$ cat config.mk
export PLATFORM = sky130hd
export DESIGN_NAME = spi_stream_access
export DESIGN_NICKNAME = d
export VERILOG_FILES = /design/src/rtl/crc8_serial.v /design/src/rtl/spi_stream_access.v
export VERILOG_INCLUDE_DIRS = /design/src /design/src/rtl
export SDC_FILE = /design/constraint.sdc
export NUM_CORES = 1
export LEC_CHECK = 0
export ABC_AREA = 1
export BUFFER_PORTS_ARGS = -buffer_cell sky130_fd_sc_hd__buf_2
export CORE_MARGIN = 3
export CORE_UTILIZATION = 64
export CTS_CLUSTER_DIAMETER = 30
export DETAILED_ROUTE_END_ITERATION = 10
export PLACE_DENSITY = 0.84
export RECOVER_POWER = 100
export SYNTH_ARGS = -nofsm -noshare
export SYNTH_HDL_FRONTEND = slang
export SYNTH_SLANG_ARGS = --single-unit
$ cat constraint.sdc
create_clock -name clock -period 4.9 [get_ports clock]
set_input_delay 0.245 -clock clock [delete_from_list [all_inputs] [get_ports clock]]
set_output_delay 0.245 -clock clock [all_outputs]
set_load 0.01 [all_outputs]
$ cat src/rtl/spi_stream_regs.vh
`ifndef SPI_STREAM_REGS_VH
`define SPI_STREAM_REGS_VH

// ****************************************************************
// addresses of the registers held inside the access logic
// ****************************************************************
`define ADDR_CFG_A        7'h00
`define ADDR_CFG_B        7'h01
`define ADDR_STREAM_LEN   7'h0e
`define ADDR_XFER         7'h0f
`define ADDR_CFG_C        7'h10
`define ADDR_STATUS       7'h11

// ****************************************************************
// field positions
// ****************************************************************
`define BIT_ADDR_ASC      0
`define BIT_SINGLE_INSTR  0
`define BIT_KEEP_LEN      0
`define BIT_SHORT_BYTE    0
`define BIT_CRC_INVALID   1

// ****************************************************************
// reset values
// ****************************************************************
`define RST_ADDR_ASC      1'b0
`define RST_SINGLE_INSTR  1'b0
`define RST_KEEP_LEN      1'b0
`define RST_STREAM_LEN    8'h00
`define RST_CRC_EN        2'b00

// ****************************************************************
// address space, crc and field codes
// ****************************************************************
`define ADDR_BOTTOM       7'h00
`define ADDR_TOP          7'h4b
`define ADDR_WIDE_MIN     7'h29
`define CRC_SEED          8'ha5
`define CRC_POLY          8'h07
`define CRC_EN_ON         2'b01
`define CRC_EN_OFF        2'b00

`endif

$ cat src/rtl/crc8_serial.v
`timescale 1ns/1ns

// ****************************************************************
// bit-serial crc-8, msb first, no final inversion
// ****************************************************************
module crc8_serial (
  input  wire       clock,    // system clock
  input  wire       sys_rst,  // synchronous reset
  input  wire       init,     // load seed
  input  wire [7:0] seed,     // seed value
  input  wire       bit_en,   // shift one bit in
  input  wire       bit_in,   // serial data bit
  output reg  [7:0] crc_reg   // running code
);

`include "spi_stream_regs.vh"

  wire fb;

  assign fb = crc_reg[7] ^ bit_in;

  // init wins over a shift in the same cycle
  always @(posedge clock) begin
    if (sys_rst) begin
      crc_reg <= `CRC_SEED;
    end else if (init) begin
      crc_reg <= seed;
    end else if (bit_en) begin
      crc_reg <= {crc_reg[6:0], 1'b0} ^ (fb ? `CRC_POLY : 8'h00);
    end
  end

endmodule // crc8_serial

$ cat src/rtl/spi_stream_access.v
`timescale 1ns/1ns

module spi_stream_access (
  input  wire        clock,            // system clock, 50 mhz
  input  wire        sys_rst,          // synchronous reset, active high
  input  wire        sclk,             // serial clock pin
  input  wire        cs_n,             // chip select pin, active low
  input  wire        sdi,              // serial data in pin
  output reg         sdo_reg,          // serial data out pin
  output reg  [6:0]  rd_addr_reg,      // read address to register file
  input  wire [7:0]  rd_data,          // register file read data
  output reg         wr_strobe_reg,    // one-cycle write commit
  output reg  [6:0]  wr_addr_reg,      // lowest address of write unit
  output reg  [15:0] wr_data_reg,      // [7:0] at wr_addr, [15:8] above
  output reg         wr_len_reg,       // 0 one byte, 1 two bytes
  output reg         addr_asc_reg,     // address direction, 1 ascending
  output reg         single_instr_reg, // single instruction mode
  output reg         keep_len_reg,     // keep loop length at frame end
  output reg  [7:0]  stream_len_reg,   // loop length in bytes
  output reg         crc_on_reg,       // crc checking active
  output reg         crc_invalid_reg,  // invalid or missing crc flag
  output reg         short_byte_flag   // clock count error flag
);

`include "spi_stream_regs.vh"

  // ****************************************************************
  // pin synchronisers and edge detection
  // ****************************************************************
  localparam PH_IDLE  = 4'b0001;
  localparam PH_INSTR = 4'b0010;
  localparam PH_DATA  = 4'b0100;
  localparam PH_CRC   = 4'b1000;

  reg  [2:0] sclk_sync_reg;
  reg  [2:0] cs_sync_reg;
  reg  [1:0] sdi_sync_reg;
  wire       sclk_rise;
  wire       sclk_fall;
  wire       cs_fall;
  wire       cs_rise;
  wire       cs_active;
  wire       sdi_s;

  // the first stage of each chain feeds only the second
  always @(posedge clock) begin
    if (sys_rst) begin
      sclk_sync_reg <= 3'h0;
      cs_sync_reg   <= 3'h7;
      sdi_sync_reg  <= 2'h0;
    end else begin
      sclk_sync_reg <= {sclk_sync_reg[1:0], sclk};
      cs_sync_reg   <= {cs_sync_reg[1:0], cs_n};
      sdi_sync_reg  <= {sdi_sync_reg[0], sdi};
    end
  end

  assign cs_active = ~cs_sync_reg[1];
  assign cs_fall   = ~cs_sync_reg[1] & cs_sync_reg[2];
  assign cs_rise   = cs_sync_reg[1] & ~cs_sync_reg[2];
  assign sclk_rise = cs_active & sclk_sync_reg[1] & ~sclk_sync_reg[2];
  assign sclk_fall = cs_active & ~sclk_sync_reg[1] & sclk_sync_reg[2];
  assign sdi_s     = sdi_sync_reg[1];

  // ****************************************************************
  // frame state
  // ****************************************************************
  reg  [3:0]  phase_reg;
  reg  [2:0]  bit_cnt_reg;
  reg  [7:0]  rx_sh_reg;
  reg  [7:0]  tx_sh_reg;
  reg         load_pend_reg;
  reg         rw_reg;
  reg  [6:0]  addr_reg;
  reg  [6:0]  start_addr_reg;
  reg  [7:0]  loop_cnt_reg;
  reg         unit_idx_reg;
  reg         unit_wide_reg;
  reg  [6:0]  unit_addr_reg;
  reg  [7:0]  first_byte_reg;
  reg         commit_go_reg;
  reg         crc_bad_reg;
  reg         short_reg;
  wire [7:0]  crc_val;
  wire [7:0]  rx_byte;
  wire        byte_end;
  wire        crc_feed;
  wire        crc_bit;
  wire        crc_init;
  wire [7:0]  crc_seed;
  wire        wide_now;
  wire        loop_hit;
  reg  [6:0]  addr_next;
  reg  [7:0]  rd_mux;

  assign rx_byte  = {rx_sh_reg[6:0], sdi_s};
  assign byte_end = sclk_rise & (bit_cnt_reg == 3'h7);
  assign wide_now = (addr_reg >= `ADDR_WIDE_MIN);
  assign loop_hit = (stream_len_reg != 8'h00) && (loop_cnt_reg + 8'h01 == stream_len_reg);

  // crc runs over instruction and data bits, never over its own byte
  assign crc_feed = sclk_rise & (phase_reg == PH_INSTR || phase_reg == PH_DATA);
  assign crc_bit  = (phase_reg == PH_DATA && rw_reg) ? tx_sh_reg[7] : sdi_s;
  assign crc_init = cs_fall | (byte_end & (phase_reg == PH_CRC));
  // first code of a frame and single mode use the fixed seed
  assign crc_seed = (cs_fall | single_instr_reg) ? `CRC_SEED : {1'b0, addr_reg};

  crc8_serial u_crc (
    .clock   (clock),
    .sys_rst (sys_rst),
    .init    (crc_init),
    .seed    (crc_seed),
    .bit_en  (crc_feed),
    .bit_in  (crc_bit),
    .crc_reg (crc_val)
  );

  // next address: loop back, else step with wraparound
  always @* begin
    if (loop_hit) begin
      addr_next = start_addr_reg;
    end else if (addr_asc_reg) begin
      addr_next = (addr_reg == `ADDR_TOP) ? `ADDR_BOTTOM : addr_reg + 7'h01;
    end else begin
      addr_next = (addr_reg == `ADDR_BOTTOM) ? `ADDR_TOP : addr_reg - 7'h01;
    end
  end

  // read data, internal registers answered locally
  always @* begin
    case (rd_addr_reg)
      `ADDR_CFG_A:      rd_mux = {7'h00, addr_asc_reg};
      `ADDR_CFG_B:      rd_mux = {7'h00, single_instr_reg};
      `ADDR_STREAM_LEN: rd_mux = stream_len_reg;
      `ADDR_XFER:       rd_mux = {7'h00, keep_len_reg};
      `ADDR_CFG_C:      rd_mux = {4'h0, 1'b1, ~crc_on_reg, 1'b0, crc_on_reg};
      `ADDR_STATUS:     rd_mux = {6'h00, crc_invalid_reg, short_byte_flag};
      default:          rd_mux = rd_data;
    endcase
  end

  // ****************************************************************
  // serial engine
  // ****************************************************************
  always @(posedge clock) begin
    if (sys_rst) begin
      phase_reg      <= PH_IDLE;
      bit_cnt_reg    <= 3'h0;
      rx_sh_reg      <= 8'h00;
      tx_sh_reg      <= 8'h00;
      load_pend_reg  <= 1'b0;
      rw_reg         <= 1'b0;
      addr_reg       <= 7'h00;
      start_addr_reg <= 7'h00;
      loop_cnt_reg   <= 8'h00;
      unit_idx_reg   <= 1'b0;
      unit_wide_reg  <= 1'b0;
      unit_addr_reg  <= 7'h00;
      first_byte_reg <= 8'h00;
      commit_go_reg  <= 1'b0;
      crc_bad_reg    <= 1'b0;
      short_reg      <= 1'b0;
      rd_addr_reg    <= 7'h00;
      sdo_reg        <= 1'b0;
      wr_strobe_reg  <= 1'b0;
      wr_addr_reg    <= 7'h00;
      wr_data_reg    <= 16'h0000;
      wr_len_reg     <= 1'b0;
    end else begin
      commit_go_reg <= 1'b0;
      crc_bad_reg   <= 1'b0;
      short_reg     <= 1'b0;
      wr_strobe_reg <= commit_go_reg;
      sdo_reg       <= tx_sh_reg[7];
      if (cs_fall) begin
        phase_reg     <= PH_INSTR;
        bit_cnt_reg   <= 3'h0;
        tx_sh_reg     <= 8'h00;
        load_pend_reg <= 1'b0;
      end else if (cs_rise) begin
        phase_reg <= PH_IDLE;
        // a half-received byte never reaches a register
        if (phase_reg == PH_DATA && !rw_reg && bit_cnt_reg != 3'h0) begin
          short_reg <= 1'b1;
        end
        // an unfinished checked write counts as a missing code
        if (crc_on_reg && !rw_reg && (phase_reg == PH_CRC ||
            (phase_reg == PH_DATA && (unit_idx_reg || bit_cnt_reg != 3'h0)))) begin
          crc_bad_reg <= 1'b1;
        end
      end else begin
        if (sclk_fall) begin
          if (load_pend_reg) begin
            tx_sh_reg     <= (phase_reg == PH_CRC) ? crc_val : rd_mux;
            load_pend_reg <= 1'b0;
          end else begin
            tx_sh_reg <= {tx_sh_reg[6:0], 1'b0};
          end
        end
        if (sclk_rise) begin
          rx_sh_reg   <= rx_byte;
          bit_cnt_reg <= bit_cnt_reg + 3'h1;
        end
        if (byte_end) begin
          load_pend_reg <= 1'b1;
          case (phase_reg)
            PH_INSTR: begin
              rw_reg         <= rx_byte[7];
              addr_reg       <= rx_byte[6:0];
              start_addr_reg <= rx_byte[6:0];
              rd_addr_reg    <= rx_byte[6:0];
              loop_cnt_reg   <= 8'h00;
              unit_idx_reg   <= 1'b0;
              phase_reg      <= PH_DATA;
            end
            PH_DATA: begin
              addr_reg     <= addr_next;
              rd_addr_reg  <= addr_next;
              loop_cnt_reg <= loop_hit ? 8'h00 : loop_cnt_reg + 8'h01;
              if (!unit_idx_reg) begin
                unit_addr_reg  <= addr_reg;
                unit_wide_reg  <= wide_now;
                first_byte_reg <= rx_byte;
              end
              if (!unit_idx_reg && wide_now) begin
                unit_idx_reg <= 1'b1; // wait for the second byte
              end else begin
                unit_idx_reg <= 1'b0;
                // assemble the unit as a little-endian word
                if (!unit_idx_reg) begin
                  wr_addr_reg <= addr_reg;
                  wr_data_reg <= {8'h00, rx_byte};
                  wr_len_reg  <= 1'b0;
                end else if (addr_asc_reg) begin
                  wr_addr_reg <= unit_addr_reg;
                  wr_data_reg <= {rx_byte, first_byte_reg};
                  wr_len_reg  <= 1'b1;
                end else begin
                  wr_addr_reg <= addr_reg;
                  wr_data_reg <= {first_byte_reg, rx_byte};
                  wr_len_reg  <= 1'b1;
                end
                if (crc_on_reg) begin
                  phase_reg    <= PH_CRC;
                end else begin
                  commit_go_reg <= !rw_reg && !(unit_idx_reg && addr_asc_reg);
                  phase_reg     <= single_instr_reg ? PH_INSTR : PH_DATA;
                end
              end
            end
            PH_CRC: begin
              if (!rw_reg) begin
                // last data bit lands in the code on the byte end edge,
                // and the code stays frozen through the check byte
                if (rx_byte == crc_val) begin
                  commit_go_reg <= !(unit_wide_reg && addr_asc_reg);
                end else begin
                  crc_bad_reg <= 1'b1;
                end
              end
              phase_reg <= single_instr_reg ? PH_INSTR : PH_DATA;
            end
            default: begin
              phase_reg <= PH_IDLE;
            end
          endcase
        end
      end
    end
  end

  // ****************************************************************
  // internal registers and flags
  // ****************************************************************
  wire       cfg_c_hit;
  wire [1:0] en_field;
  wire [1:0] en_b_field;

  assign cfg_c_hit  = commit_go_reg && (wr_addr_reg == `ADDR_CFG_C) && !wr_len_reg;
  assign en_field   = wr_data_reg[1:0];
  assign en_b_field = wr_data_reg[3:2];

  // commits seen here already passed the crc check when it is on
  always @(posedge clock) begin
    if (sys_rst) begin
      addr_asc_reg     <= `RST_ADDR_ASC;
      single_instr_reg <= `RST_SINGLE_INSTR;
      keep_len_reg     <= `RST_KEEP_LEN;
      stream_len_reg   <= `RST_STREAM_LEN;
      crc_on_reg       <= 1'b0;
      crc_invalid_reg  <= 1'b0;
      short_byte_flag  <= 1'b0;
    end else begin
      if (commit_go_reg && !wr_len_reg) begin
        case (wr_addr_reg)
          `ADDR_CFG_A: addr_asc_reg     <= wr_data_reg[`BIT_ADDR_ASC];
          `ADDR_CFG_B: single_instr_reg <= wr_data_reg[`BIT_SINGLE_INSTR];
          `ADDR_XFER:  keep_len_reg     <= wr_data_reg[`BIT_KEEP_LEN];
          default:     addr_asc_reg     <= addr_asc_reg;
        endcase
      end
      if (cfg_c_hit && en_b_field == ~en_field) begin
        if (en_field == `CRC_EN_ON) begin
          crc_on_reg <= 1'b1;
        end else if (en_field == `CRC_EN_OFF) begin
          crc_on_reg <= 1'b0;
        end
      end
      // frame end autoreset beats a write in the same cycle
      if (cs_rise && !keep_len_reg) begin
        stream_len_reg <= 8'h00;
      end else if (commit_go_reg && !wr_len_reg && wr_addr_reg == `ADDR_STREAM_LEN) begin
        stream_len_reg <= wr_data_reg[7:0];
      end
      // set wins over a clear in the same cycle
      if (crc_bad_reg) begin
        crc_invalid_reg <= 1'b1;
      end else if (commit_go_reg && !wr_len_reg && wr_addr_reg == `ADDR_STATUS &&
                   wr_data_reg[`BIT_CRC_INVALID]) begin
        crc_invalid_reg <= 1'b0;
      end
      if (short_reg) begin
        short_byte_flag <= 1'b1;
      end else if (commit_go_reg && !wr_len_reg && wr_addr_reg == `ADDR_STATUS &&
                   wr_data_reg[`BIT_SHORT_BYTE]) begin
        short_byte_flag <= 1'b0;
      end
    end
  end

endmodule // spi_stream_access

==> results.md <==
- Chip width: 105 µm
- Tightest Hold Check Type: in2reg
- Status: finished, violations left
- Synth unique cells: 50
- CTS clk-pin slew, worst paths: 60 ps
- Number of synthesis warnings: 0
- Vias in the first global route: 6,087
- DRT Pass-1 Iters: 8
- Final instance area: 7110 µm²
- Nets@finish: 966
- DRT antenna net count: 0
- Fmax: 297 MHz
- Row count: 35
- Post-synth top area share: 38.8%
- Fraction of layout cells with a size suffix above 1: 9.63%
- Max FFs per register: 16
- # setup viols final: 0
- Global route overflow: 0
- Total negative setup slack: 0 ps
- Post-synthesis cell area: 6300 µm²
- Maximum Capacitance Violations: 3
- CTS H-Tree Depth: 4
- Final worst-path cycle share: 68.6%
- Clk root buf: clkbuf_8
- Final hold vios: 0
- Vias: 6,463
- Flops & latches, synth: 122
- Switching Share: 23.5%
- Initial antenna violation count: 0
- Crit path arrival time: 3800 ps
- Crit start category: register
- Ys async rst share: 0%
- Synth Net Count: 917
- N_diodes: 0
- DR vias/cell: 5.96
- CTS Sinks: 122
- Peak supply drop: 0.199 mV
- Number of hold buffers added after CTS: 3
- Post-synthesis area per instance: 7.05 µm²
- Yosys top cell by area: dfxtp_1
- CTS Buf Count: 17
- Leak: 2.73 nW
- Sw Pwr: 0.527 mW
- P per Cell Area: 315 nW/µm²
- I/O pin count: 60
- Detailed Place HPWL: 13,700 µm
- Sequential element share of the synthesized area: 38.8%
- CP Max Fanout: 32
- TritonCTS clock tree: done
- RSZ-0062 raised after global routing: false
- Die area: 11,100 µm²
- Avg WL per Cell: 17.6 µm
- Clk pwr share: 51.8%
- Worst skew pair latency: 520 ps
- P_int: 1.72 mW
- Failing checks: max-capacitance violations, max-slew violations
- Tmin final: 3360 ps
- Commonest cells in the synthesized netlist: nand2_1 (148), dfxtp_1 (122), a21oi_1 (119), inv_1 (102), o21ai_0 (102)
- Largest net degree at the start of global routing: 61
- Final GP Congestion: 0.965
- Post_cts resized: 0
- Seq pwr share: 45.1%
- P&R area growth vs syn: 12.9%
- Top post-synthesis cells by area: dfxtp_1 (39%), a21oi_1 (9.5%), nand2_1 (8.8%)
- All-layer global routing usage: 35.0%
- Die height: 105 µm
- Slowest cell delay on critical path: 1440 ps
- Slew Viols, Final: 136
- Logic pwr share: 3.1%
- First-pass GRT wire length: 31,000 µm
- Crit-path cells: inv_1, nand2_1, nor3_4, nand4_1, nor2_1, o21ai_0, a21oi_1
- Initial DRC count: 653
- Setup Crit Path Kind: reg2reg
- DRC viols: 0
- Data required, critical path: 5330 ps
- Cell with the most instances after synthesis: nand2_1
- Port Buffers: 59
- Maximum buffer depth of the clock tree: 2
- Slew HR: -42.6%
- Setup Fix Bufs, Post-CTS: 0
- Most used DFF post-synth: dfxtp_1
- Synth Instances: 894
- CP endpoint kind: register
- Worst path slowest cell: nor2_1
- Tightest Pin Transition: 2140 ps
- Post-synth EDFFs: 0
- Dpl cell area: 6620 µm²
- Starting Density: 66.9%
- Max Clock Skew: 10.1 ps
- Core box area: 9420 µm²
- Drt total wl: 19,100 µm
stage by stage:
stage | setup slack, ps | instances | utilization [%] | hold WS (ps) | power, mW
final | 1540 | 1084 | 75.5 | 80.8 | 2.24
after global routing | 1110 | 1084 | 75.5 | 98.7 | 2.30
after CTS | 2050 | 1084 | 76.5 | 70.4 | 2.25
after global placement | 2170 | 1050 | 70.3 | 390 | 1.10
after floorplan | 2990 | 894 | - | 349 | 1.08
after detailed placement | 2090 | 1050 | 70.3 | 404 | 1.10
placed cells by master, fill, tap and decap left out, drive strengths merged, types with 2 or more instances in the layout:
cell type	n
dfxtp	122
nor2	71
ha	10
nand2	156
dlygate4sd3	3
clkinvlp	3
inv	117
mux2	7
or2	5
nor3	18
xor2	10
a221oi	2
a31oi	3
o31ai	2
o22ai	3
a21oi	121
xnor2	3
nor4	6
nand4	13
clkbuf	68
buf	12
nand3b	2
and2	2
clkinv	7
o21ai	121
nand3	58
cells by family after synthesis:
kind of cell    count (synthesis)  synth area share (%)
mux                             7                  1.25
fa+ha+maj                      10                  1.99
compound gates                259                  21.5
flops                         122                  38.8
buf+inv                       150                  9.37
simple gates                  332                  25.0
xor+xnor                       14                  2.16
final timing paths:
path,slack [ps],end,start,cells after the start
setup / recovery,1540,unit_addr_reg[2],phase_reg[1],7
hold / removal,80,tx_sh_reg[4],rd_data[4],5
setup reg to reg,1540,unit_addr_reg[2],phase_reg[1],7
hold reg to reg,410,sdi_sync_reg[1],sdi_sync_reg[0],2
critical path, delay by kind of cell, from the launching register on:
family / cells / cell delay [ps]
buffers and inverters: 1 / 60
flip-flops: 1 / 340
AO/OA/AOI/OAI: 2 / 470
AND/OR/NAND/NOR: 4 / 2400
cell type report:
| type | count | area [µm²] |
|---|---|---|
| multi-input cells | 622 | 3250 |
| flip-flops and latches | 122 | 2440 |
| fillers | 767 | 2300 |
| inverters | 116 | 435 |
| clock buffers | 19 | 432 |
| repair buffers | 64 | 274 |
| well taps | 129 | 161 |
| clock inverters | 12 | 119 |
metal layers:
layer,vias to the layer above,part of all wire [%],global-route usage [%]
met5,-,0,0
met4,0,4.3,16.3
met3,71,8.9,5.76
met2,324,45,55.5
met1,2990,42,46.7
li1,3078,-,-
power by group through the flow:
stage / Clock, mW / Combinational, mW / Sequential (mW)
floorplan: 0 / 0.0492 / 1.03
global placement: 0 / 0.0639 / 1.03
detailed placement: 0 / 0.0663 / 1.03
CTS: 1.17 / 0.0689 / 1.01
global route: 1.21 / 0.0789 / 1.01
finish: 1.16 / 0.0704 / 1.01
Note: power is estimated with default switching activity, not from simulation.
